## src/hdl/ptmux_consts.svh

```systemverilog
// Register offsets, reset values and field positions of the port 3-5 block
`ifndef PTMUX_CONSTS_SVH
`define PTMUX_CONSTS_SVH
`define PTMUX_ADDR_P3_DIR 16'hFE84
`define PTMUX_ADDR_P4_DIR 16'hFE85
`define PTMUX_ADDR_P3_LAT 16'hFE86
`define PTMUX_ADDR_P4_LAT 16'hFE87
`define PTMUX_ADDR_P5_DIR 16'hFE88
`define PTMUX_ADDR_P5_LAT 16'hFE8A
`define PTMUX_ADDR_BRC 16'hFF1B
`define PTMUX_ADDR_PERIPH 16'hFF80
`define PTMUX_PORT_RST 8'h00
`define PTMUX_BRC_RST 8'hFE
`define PTMUX_DIR_READ 8'hFF
`define PTMUX_UNMAPPED_READ 8'h00
`define PTMUX_BIT_BUS_RELEASE_ENABLE 0
`define PTMUX_BIT_WAITSEL 0
`define PTMUX_BIT_EXT_TRIGGER_ENABLE 1
`define PTMUX_BIT_T8OE 2
`define PTMUX_BIT_T1OEA 3
`define PTMUX_BIT_T1OEB 4
`define PTMUX_BIT_T2OEA 5
`define PTMUX_BIT_T2OEB 6
`define PTMUX_PIN_BACK 1
`define PTMUX_PIN_BUS_REQUEST_INPUT 2
`define PTMUX_PIN_WAIT 0
`endif

```

## src/hdl/ptmux_pkg.sv

```systemverilog
// Types shared by the port 3-5 block
package ptmux_pkg;
    typedef enum logic [1:0] {
        PTMUX_RUN = 2'b00,
        PTMUX_SW_STBY = 2'b01,
        PTMUX_HW_STBY = 2'b10
    } ptmux_pmode_t;
endpackage

```

## src/hdl/ptmux_top.sv

```systemverilog
// Ports 3, 4 and 5 with their pin sharing to bus, timer and converter logic
`timescale 1ns/1ps
`default_nettype none
`include "ptmux_consts.svh"
// Overview of operation
// [RULE_01] Release enable: P3.2 request in, P3.1 grant out
// [RULE_02] Release disabled (reset): P3.2, P3.1 plain GPIO
// [RULE_03] Wait select makes P3.0 wait input
// [RULE_04] GPIO pin drives latch when direction 1
// [RULE_05] Direction registers write-only, read all ones
// [RULE_06] Reset, hardware standby clear; software standby keeps
// [RULE_07] Data read: latch for outputs, pin otherwise
// [RULE_08] Software standby drops peripheral pin ownership
// [RULE_09] P4.7, P4.5 feed timer external clocks
// [RULE_10] P4.3 outputs 8-bit timer wave when selected
// [RULE_11] P4.2 feeds 8-bit timer reset input
// [RULE_12] P4.1 feeds 8-bit timer clock input
// [RULE_13] Trigger enable makes P4.0 converter trigger
// [RULE_14] P5.3, P5.2 output timer two compares
// [RULE_15] P5.1, P5.0 output timer one compares
// [RULE_16] Pin selection identical in every chip mode
// [RULE_17] P4.6, P4.4 feed timer capture inputs
// [RULE_18] Release control resets FE, upper bits read one
module ptmux_top #(
    parameter int WIDTH = 8
) (
    input wire logic clk_sys,
    input wire logic rst,
    input wire logic [15:0] reg_addr,
    input wire logic [7:0] reg_wdata,
    input wire logic reg_wr,
    input wire logic reg_rd,
    output logic [7:0] reg_rdata,
    input wire logic [1:0] power_mode,
    input wire logic wait_pin_select,
    input wire logic [WIDTH-1:0] p3_in,
    output logic [WIDTH-1:0] p3_out,
    output logic [WIDTH-1:0] p3_oe,
    input wire logic [WIDTH-1:0] p4_in,
    output logic [WIDTH-1:0] p4_out,
    output logic [WIDTH-1:0] p4_oe,
    input wire logic [WIDTH-1:0] p5_in,
    output logic [WIDTH-1:0] p5_out,
    output logic [WIDTH-1:0] p5_oe,
    input wire logic bus_grant_out,
    output logic bus_request_input,
    output logic wait_request_in,
    output logic timer_one_ext_clock_in,
    output logic timer_two_ext_clock_in,
    output logic timer_one_capture_in,
    output logic timer_two_capture_in,
    input wire logic timer8_wave_output,
    output logic timer8_reset_input,
    output logic timer8_clock_input,
    output logic converter_trigger_input,
    input wire logic timer_one_compare_out_a,
    input wire logic timer_one_compare_out_b,
    input wire logic timer_two_compare_out_a,
    input wire logic timer_two_compare_out_b
);
    logic [WIDTH-1:0] p3_dir_ff, p4_dir_ff, p5_dir_ff;
    logic [WIDTH-1:0] p3_lat_ff, p4_lat_ff, p5_lat_ff;
    logic bus_release_enable_ff;
    logic [6:0] periph_sel_ff;
    logic [7:0] nxt_rdata;
    logic [WIDTH-1:0] nxt_p3_out, nxt_p3_oe, nxt_p4_out, nxt_p4_oe;
    logic [WIDTH-1:0] nxt_p5_out, nxt_p5_oe;
    logic hw_stby, sw_stby;

    // Mode decode; the chip operating mode does not enter here at all
    assign hw_stby = (power_mode == ptmux_pkg::PTMUX_HW_STBY); // [RULE_16]
    assign sw_stby = (power_mode == ptmux_pkg::PTMUX_SW_STBY);

    // Direction and latch registers; hardware standby clears like reset
    always_ff @(posedge clk_sys or posedge rst) begin
        if (rst) begin
            p3_dir_ff <= `PTMUX_PORT_RST;
            p4_dir_ff <= `PTMUX_PORT_RST;
            p5_dir_ff <= `PTMUX_PORT_RST;
            p3_lat_ff <= `PTMUX_PORT_RST;
            p4_lat_ff <= `PTMUX_PORT_RST;
            p5_lat_ff <= `PTMUX_PORT_RST;
        end else if (hw_stby) begin
            p3_dir_ff <= `PTMUX_PORT_RST; // [RULE_06]
            p4_dir_ff <= `PTMUX_PORT_RST;
            p5_dir_ff <= `PTMUX_PORT_RST;
            p3_lat_ff <= `PTMUX_PORT_RST;
            p4_lat_ff <= `PTMUX_PORT_RST;
            p5_lat_ff <= `PTMUX_PORT_RST;
        end else if (reg_wr) begin
            // Writes still land in software standby: only clocks stop there
            unique case (reg_addr)
                `PTMUX_ADDR_P3_DIR: p3_dir_ff <= reg_wdata[WIDTH-1:0];
                `PTMUX_ADDR_P4_DIR: p4_dir_ff <= reg_wdata[WIDTH-1:0];
                `PTMUX_ADDR_P5_DIR: p5_dir_ff <= reg_wdata[WIDTH-1:0];
                `PTMUX_ADDR_P3_LAT: p3_lat_ff <= reg_wdata[WIDTH-1:0];
                `PTMUX_ADDR_P4_LAT: p4_lat_ff <= reg_wdata[WIDTH-1:0];
                `PTMUX_ADDR_P5_LAT: p5_lat_ff <= reg_wdata[WIDTH-1:0];
                default: ;
            endcase
        end
    end

    // Bus release control: only bit 0 is storage
    always_ff @(posedge clk_sys or posedge rst) begin
        if (rst) begin
            bus_release_enable_ff <= 1'b0;
        end else if (hw_stby) begin
            bus_release_enable_ff <= 1'b0; // [RULE_18]
        end else if (reg_wr && reg_addr == `PTMUX_ADDR_BRC) begin
            bus_release_enable_ff <= reg_wdata[`PTMUX_BIT_BUS_RELEASE_ENABLE];
        end
    end

    // Peripheral pin-select bits held in a local register
    always_ff @(posedge clk_sys or posedge rst) begin
        if (rst) begin
            periph_sel_ff <= 7'h00;
        end else if (hw_stby || sw_stby) begin
            // Modules are initialised on standby entry, releasing pins
            periph_sel_ff <= 7'h00; // [RULE_08]
        end else if (reg_wr && reg_addr == `PTMUX_ADDR_PERIPH) begin
            periph_sel_ff <= reg_wdata[6:0];
        end
    end

    // Read mux; data reads mix latch and live pin per direction bit
    always_comb begin
        nxt_rdata = `PTMUX_UNMAPPED_READ;
        unique case (reg_addr)
            `PTMUX_ADDR_P3_DIR, `PTMUX_ADDR_P4_DIR, `PTMUX_ADDR_P5_DIR:
                nxt_rdata = `PTMUX_DIR_READ; // [RULE_05]
            `PTMUX_ADDR_P3_LAT:
                nxt_rdata = (p3_lat_ff & p3_dir_ff) | (p3_in & ~p3_dir_ff); // [RULE_07]
            `PTMUX_ADDR_P4_LAT:
                nxt_rdata = (p4_lat_ff & p4_dir_ff) | (p4_in & ~p4_dir_ff); // [RULE_07]
            `PTMUX_ADDR_P5_LAT:
                nxt_rdata = (p5_lat_ff & p5_dir_ff) | (p5_in & ~p5_dir_ff); // [RULE_07]
            `PTMUX_ADDR_BRC:
                nxt_rdata = {7'h7F, bus_release_enable_ff}; // [RULE_18]
            `PTMUX_ADDR_PERIPH:
                nxt_rdata = {1'b0, periph_sel_ff};
            default: nxt_rdata = `PTMUX_UNMAPPED_READ;
        endcase
    end

    // Read data is valid only in the cycle after the strobe
    always_ff @(posedge clk_sys or posedge rst) begin
        if (rst) begin
            reg_rdata <= 8'h00;
        end else begin
            reg_rdata <= reg_rd ? nxt_rdata : 8'h00;
        end
    end

    // Pin drive: general-purpose first, then peripheral overrides
    always_comb begin
        nxt_p3_out = p3_lat_ff; // [RULE_04]
        nxt_p3_oe = p3_dir_ff; // [RULE_02]
        nxt_p4_out = p4_lat_ff;
        nxt_p4_oe = p4_dir_ff;
        nxt_p5_out = p5_lat_ff;
        nxt_p5_oe = p5_dir_ff;
        if (bus_release_enable_ff) begin
            nxt_p3_oe[`PTMUX_PIN_BUS_REQUEST_INPUT] = 1'b0; // [RULE_01]
            nxt_p3_out[`PTMUX_PIN_BACK] = bus_grant_out;
            nxt_p3_oe[`PTMUX_PIN_BACK] = 1'b1;
        end
        if (wait_pin_select) begin
            nxt_p3_oe[`PTMUX_PIN_WAIT] = 1'b0; // [RULE_03]
        end
        if (periph_sel_ff[`PTMUX_BIT_T8OE]) begin
            nxt_p4_out[3] = timer8_wave_output; // [RULE_10]
            nxt_p4_oe[3] = 1'b1;
        end
        if (periph_sel_ff[`PTMUX_BIT_EXT_TRIGGER_ENABLE]) begin
            nxt_p4_oe[0] = 1'b0; // [RULE_13]
        end
        if (periph_sel_ff[`PTMUX_BIT_T2OEB]) begin
            nxt_p5_out[3] = timer_two_compare_out_b; // [RULE_14]
            nxt_p5_oe[3] = 1'b1;
        end
        if (periph_sel_ff[`PTMUX_BIT_T2OEA]) begin
            nxt_p5_out[2] = timer_two_compare_out_a; // [RULE_14]
            nxt_p5_oe[2] = 1'b1;
        end
        if (periph_sel_ff[`PTMUX_BIT_T1OEB]) begin
            nxt_p5_out[1] = timer_one_compare_out_b; // [RULE_15]
            nxt_p5_oe[1] = 1'b1;
        end
        if (periph_sel_ff[`PTMUX_BIT_T1OEA]) begin
            nxt_p5_out[0] = timer_one_compare_out_a; // [RULE_15]
            nxt_p5_oe[0] = 1'b1;
        end
    end

    // Registered pin drive; costs one cycle of latency on every change
    always_ff @(posedge clk_sys or posedge rst) begin
        if (rst) begin
            p3_out <= `PTMUX_PORT_RST;
            p3_oe <= `PTMUX_PORT_RST;
            p4_out <= `PTMUX_PORT_RST;
            p4_oe <= `PTMUX_PORT_RST;
            p5_out <= `PTMUX_PORT_RST;
            p5_oe <= `PTMUX_PORT_RST;
        end else begin
            p3_out <= nxt_p3_out;
            p3_oe <= nxt_p3_oe;
            p4_out <= nxt_p4_out;
            p4_oe <= nxt_p4_oe;
            p5_out <= nxt_p5_out;
            p5_oe <= nxt_p5_oe;
        end
    end

    // Inputs to on-chip modules; request and wait idle high when unowned
    always_ff @(posedge clk_sys or posedge rst) begin
        if (rst) begin
            bus_request_input <= 1'b1;
            wait_request_in <= 1'b1;
            converter_trigger_input <= 1'b1;
            timer_one_ext_clock_in <= 1'b0;
            timer_two_ext_clock_in <= 1'b0;
            timer_one_capture_in <= 1'b0;
            timer_two_capture_in <= 1'b0;
            timer8_reset_input <= 1'b0;
            timer8_clock_input <= 1'b0;
        end else begin
            bus_request_input <= bus_release_enable_ff ? p3_in[`PTMUX_PIN_BUS_REQUEST_INPUT] : 1'b1; // [RULE_01]
            wait_request_in <= wait_pin_select ? p3_in[`PTMUX_PIN_WAIT] : 1'b1; // [RULE_03]
            converter_trigger_input <= periph_sel_ff[`PTMUX_BIT_EXT_TRIGGER_ENABLE] ? p4_in[0] : 1'b1; // [RULE_13]
            // These always follow the pin; the timer decides whether to use them
            timer_two_ext_clock_in <= p4_in[7]; // [RULE_09]
            timer_one_ext_clock_in <= p4_in[5]; // [RULE_09]
            timer_two_capture_in <= p4_in[6]; // [RULE_17]
            timer_one_capture_in <= p4_in[4]; // [RULE_17]
            timer8_reset_input <= p4_in[2]; // [RULE_11]
            timer8_clock_input <= p4_in[1]; // [RULE_12]
        end
    end
endmodule
`default_nettype wire

```

## config.mk

```make
export PLATFORM = sky130hd
export DESIGN_NAME = ptmux_top
export DESIGN_NICKNAME = d
export VERILOG_FILES = /design/src/hdl/ptmux_pkg.sv /design/src/hdl/ptmux_top.sv
export VERILOG_INCLUDE_DIRS = /design/src /design/src/hdl
export SDC_FILE = /design/constraint.sdc
export NUM_CORES = 1
export LEC_CHECK = 0
export BUFFER_PORTS_ARGS = -buffer_cell sky130_fd_sc_hd__buf_2
export CORE_AREA = 2 2 107 109
export CTS_BUF_LIST = sky130_fd_sc_hd__clkbuf_8
export DETAILED_ROUTE_END_ITERATION = 12
export DIE_AREA = 0 0 109 111
export GPL_TIMING_DRIVEN = 0
export HOLD_SLACK_MARGIN = 0.08
export MAX_ROUTING_LAYER = met4
export PLACE_DENSITY = 0.77
export SYNTH_ARGS = -nofsm -noshare
export SYNTH_HDL_FRONTEND = slang
export SYNTH_SLANG_ARGS = --single-unit
```

## constraint.sdc

```tcl
create_clock -name clk_sys -period 7.16 [get_ports clk_sys]
set_clock_uncertainty 0.05 [all_clocks]
set_input_delay 1.074 -clock clk_sys [delete_from_list [all_inputs] [get_ports clk_sys]]
set_output_delay 1.074 -clock clk_sys [all_outputs]
set_load 0.02 [all_outputs]
```

# Word-level counts from Yosys, hierarchy flattened
# Cells that the tools add are included.
[totals]
reg_bits = 121
latchBits = 0
ramBits = 0
mem_bits_ro = 0
input_bits = 61
out_inout_bits = 65
word_cells = 106
mem_count = 0
[op_classes]
addsub = 0
multipliers = 0
div = 0
order_cmp = 0
eq_ne = 10
shifts = 0
muxes = 41
bitwise = 12
reduce_logical = 19
[ops]
columns = ["cell", "count"]
rows = [
  ["8-bit 2-to-1 mux", 19],
  ["16-bit equality test, second input constant", 8],
  ["8-bit AND", 6],
  ["8-bit one-hot mux with 6 select lines", 1],
  ["8-bit NOT", 3],
  ["8-bit OR", 3],
  ["1-bit 2-to-1 mux", 18],
  ["2-bit nonzero test", 9],
  ["7-bit 2-to-1 mux", 2],
  ["2-bit AND reduction", 6],
  ["3-bit OR reduction", 1],
  ["2-bit by 1-bit equality test with 1-bit output, second input constant", 1],
  ["2-bit equality test, second input constant", 1],
  ["1-bit logical AND", 2],
  ["2-bit 2-to-1 mux", 1],
  ["1-bit logical OR", 1],
]

# Depth between registers and ports, before layout
[depth]
word_depth = 5
depth_mapped = 7
mapped_depth_nobuf = 5

# Worst setup path after synthesis
# No wires, ideal clock.
[synth_path]
path_kind = "input port to flip-flop"
start = "in reg_addr[6]"
end = "reg p5_lat_ff[0]"
setup_time_ns = 0.132
arrival_time_ns = 2.506
t_required_ns = 6.978
setup_slack_ns = 4.472
stages = 5
path_buffers = 0
path_cell_list = "nand4bb_4 > or3_4 > nor4_4 > mux2i_1 > nor2_1"
[synth_via]
elab_chain_cells = 3
[synth_lines]
columns = ["item", "line_no", "rtl"]
rows = [
  ["start, declared", "ptmux_top.sv:29", "input wire logic [15:0] reg_addr,"],
  ["16-bit equality test", "ptmux_top.sv:92", "unique case (reg_addr)"],
  ["2-bit nonzero test (no line)", "n/a", ""],
  ["2-bit AND reduction (no line)", "n/a", ""],
  ["end signal, assigned", "ptmux_top.sv:82", "p5_lat_ff <= `PTMUX_PORT_RST;"],
  ["end signal, assigned", "ptmux_top.sv:89", "p5_lat_ff <= `PTMUX_PORT_RST;"],
  ["end signal, assigned", "ptmux_top.sv:98", "`PTMUX_ADDR_P5_LAT: p5_lat_ff <= reg_wdata[WIDTH-1:0];"],
  ["end, declared", "ptmux_top.sv:62", "logic [WIDTH-1:0] p3_lat_ff, p4_lat_ff, p5_lat_ff;"],
]
# No other way between the ends.
# A chain may end at the register's enable or synchronous reset.

# Final worst setup path
[layout_path]
start = "in reg_addr[6]"
end = "reg p4_dir_ff[4]"
[layout_via]
elab_chain_cells = 3
[layout_lines]
columns = ["item", "line_no", "rtl"]
rows = [
  ["16-bit equality test", "ptmux_top.sv:92", ""],
  ["2-bit nonzero test (no line)", "n/a", ""],
  ["2-bit AND reduction (no line)", "n/a", ""],
  ["end signal, assigned", "ptmux_top.sv:78", "p4_dir_ff <= `PTMUX_PORT_RST;"],
  ["end signal, assigned", "ptmux_top.sv:85", "p4_dir_ff <= `PTMUX_PORT_RST;"],
  ["end signal, assigned", "ptmux_top.sv:94", "`PTMUX_ADDR_P4_DIR: p4_dir_ff <= reg_wdata[WIDTH-1:0];"],
  ["end, declared", "ptmux_top.sv:61", "logic [WIDTH-1:0] p3_dir_ff, p4_dir_ff, p5_dir_ff;"],
]
# No other way between the ends.

==> impl_metrics.csv <==
group,metric,value,unit
worst_setup_path,cpPeakStageDelay,0.78,ns
pwr,peakVddDrop,0.105,mV
cts,post-cts-setup-buffers,0,
run_status,outcome,"complete, no violations",
placed_design,io_buffers,122,
placed_design,dp.cells,636,
grt,grt_max_degree,63,
cts,clkTransAtPathRegs,0.06,ns
floorplan,core,0.0111,mm²
cts,cts_tree,"done",
sta,report.final.slew_viol_count,0,
grt,antenna_found_initial,0,
sta,fin_crit,2.91,ns
synthesis,synth_area_leader_cell,"dfrtp_1",
route,dr.pass1.iters,4,
pwr,p_comb_share,5.5,%
floorplan,fp.dieH,111,µm
worst_setup_path,crit_chain,"buf_2, and4bb_2, and4_1, buf_2, nand4_1, mux2i_1, nor2_1",
floorplan,io_pins,126,
pwr,power_frac_seq,52.1,%
route,vias,3427,
floorplan,initial_core_util,43.6,%
sta,hold_slack,0.355,ns
route,wl,11.9,mm
finish,diodes,0,
cts,clock_path_buffers,2,
pwr,p_int,1.02,mW
sta,max_freq,343,MHz
sta,finalCritPeriodShare,40.7,%
grt,grt_pass1_vias,3502,
synthesis,netlist_instances,370,
worst_setup_path,cp-start-kind,"input pin",
cts,cts.htree.levels,4,
sta,slew_headroom,35.3,%
route,wire_per_inst,17.9,µm
sta,finalSetupViolCount,0,
pwr,pwr-share-clk,42.4,%
floorplan,fp.dieArea,0.0121,mm²
worst_setup_path,critPathCaptureType,"flip-flop",
cts,insertion_delay,0.42,ns
sta,finalSetupTns,0,ns
worst_setup_path,critPathRequiredTime,7.39,ns
synthesis,synthDistinctLibCells,36,
grt,grt_usage,21.7,%
synthesis,netlist.area_leader.share,61.2,%
synthesis,netlist_area,0.00482,mm²
synthesis,seq_area_frac_synth,62.8,%
placed_design,dp.final_hpwl,8.27,mm
worst_setup_path,crit_top_cell,"buf_2",
job,cap_violations,0,
synthesis,synth_area_leaders,"dfrtp_1 (61%), mux2i_1 (15%), nor2_1 (4.1%)",
pwr,p_switching,0.301,mW
finish,layout-drive-gt1-share,35.0,%
grt,grt_overflow_total,0,
finish,nets,574,
floorplan,die_x,109,µm
sta,hold_violations,0,
pwr,p_leak,3.31,nW
finish,nFillCells,950,
synthesis,avgSynthCellArea,13.0,µm²
cts,numCtsBuffers,17,
cts,ctsResizeCount,0,
placed_design,place.gp.congestion,0.824,
worst_setup_path,crit_arrival,3.15,ns
pwr,swShare,22.8,%
synthesis,yosys_warnings,0,
cts,ctsHoldBuffers,0,
cts,root_buffer,"clkbuf_8",
worst_setup_path,path_class,"input pin to flip-flop",
sta,rsz0062_at_grt,"false",
synthesis,synth_seq_cells,121,
cts,cts_sinks,121,
hold_path,hp-class,"flip-flop to flip-flop",
route,drtIter0Drc,176,
worst_setup_path,crit_fanout,10,
route,drc,0,
pwr,powerDensity,219,mW/mm²
finish,syn2layout_area_growth,24.7,%
route,via_per_inst,5.13,
floorplan,placementRows,39,
synthesis,synth.net_count,432,
finish,instances_no_fill,668,
route,ant_nets,0,
grt,grt_pass1_wl,18.5,mm
sta,worst_pin_slew,0.968,ns
worst_setup_path,worst_path_max_delay_cell,"nand4_1",
-- sequential cells by signal, summed over array words and instances, names as in the netlist, 7 cells and up --
signal and flops:
periph_sel_ff 7, p3_oe 8, p5_dir_ff 8, p3_lat_ff 8, p4_oe 8, p5_out 8
p4_dir_ff 8, reg_rdata 8, p3_dir_ff 8, p5_lat_ff 8, p3_out 8, p4_out 8
p4_lat_ff 8, p5_oe 8
-- cell families after synthesis --
kind of cell / Yosys count / synth area share [%]
flops: 121 / 62.8
simple gates: 117 / 13.5
mux: 86 / 18.2
compound gates: 30 / 3.99
buf+inv: 15 / 1.22
fa+ha+maj: 1 / 0.259
-- cells in the final DEF, fill, tap and decap left out, types with 7 or more instances in the layout --
cell / count
a22oi_1: 7
o22ai_1: 8
inv_1: 7
mux2_2: 14
mux2i_1: 72
clkbuf_1: 9
dfrtp_1: 118
nor2b_1: 13
clkbuf_8: 21
nand2_1: 15
buf_2: 124
nor2_1: 53
a31oi_1: 9
-- final cells by class --
cell class / instances / area, µm² / share of cell area [%]
clock buffers: 21 / 289 / 4.80
repair buffers: 123 / 638 / 10.6
plain buffers: 11 / 43.8 / 0.728
multi-input cells: 234 / 1730 / 28.8
flip-flops and latches: 121 / 3030 / 50.4
clock inverters: 11 / 83.8 / 1.39
well taps: 143 / 179 / 2.97
inverters: 4 / 17.5 / 0.291
-- final timing paths --
| kind | cells past startpoint | startpoint | slack (ns) | to |
|---|---|---|---|---|
| min | 0 | p4_lat_ff[4] | 0.35 | p4_out[4] |
| max in group asynchronous | 3 | rst | 5.60 | reg_rdata[6] |
| min reg2reg | 0 | p4_lat_ff[4] | 0.35 | p4_out[4] |
| min in group asynchronous | 2 | rst | 0.74 | p4_oe[4] |
| max | 7 | reg_addr[6] | 4.25 | p4_dir_ff[4] |
| max reg2reg | 4 | p4_dir_ff[1] | 5.82 | reg_rdata[1] |
-- power by group through the flow --
| stage | registers, mW | logic (mW) | clock network [mW] |
|---|---|---|---|
| floorplan | 0.702 | 0.0322 | 0 |
| global placement | 0.699 | 0.0694 | 0 |
| detailed placement | 0.699 | 0.0738 | 0 |
| CTS | 0.686 | 0.0742 | 0.573 |
| global route | 0.686 | 0.0808 | 0.605 |
| finish | 0.686 | 0.0726 | 0.558 |
-- synthesized netlist by cell type (all sizes together) --
| cell type | instances |
|---|---|
| a21oi | 2 |
| nand4 | 6 |
| o22ai | 8 |
| and4 | 2 |
| nand4b | 1 |
| mux2i | 72 |
| and4bb | 1 |
| and2 | 2 |
| nor3b | 1 |
| inv | 4 |
| buf | 2 |
| and4b | 1 |
| nand2 | 15 |
| nand3 | 2 |
| o21ai | 3 |
| o2111ai | 1 |
| and3b | 1 |
| nor2b | 13 |
| clkbuf | 9 |
| nor2 | 53 |
| nand2b | 5 |
| a22oi | 7 |
| nand4bb | 1 |
| or2 | 6 |
| dfrtp | 118 |
| mux2 | 14 |
| nor4 | 4 |
| dfstp | 3 |
| nor4bb | 1 |
| a31oi | 9 |
| ha | 1 |
| nor3 | 1 |
| or3 | 1 |
-- critical path: cells and delay by family --
family	cells	cell delay, ns
and+or+nand+nor	4	1.32
buffers and inverters	2	0.36
muxes	1	0.39
-- stage by stage --
stage                     area (µm²)  setup WS, ns  total power, mW  util [%]
after floorplan                 4820          2.83            0.734         -
after global placement          5610          1.77            0.769      50.7
after detailed placement        5640          3.87            0.773      51.0
after CTS                       6020          4.33             1.33      54.3
after global routing            6020          4.16             1.37      54.3
final                           6020          4.25             1.32      54.3
-- per-layer routing --
layer	global-route usage (%)	share of wire (%)	vias to the layer above
met5	-	0	-
met4	9.06	2.2	0
met3	5.17	5.1	25
met2	33.4	50	121
met1	27.3	43	1691
li1	-	-	1590
No activity file was read; power rests on OpenSTA's default activity.
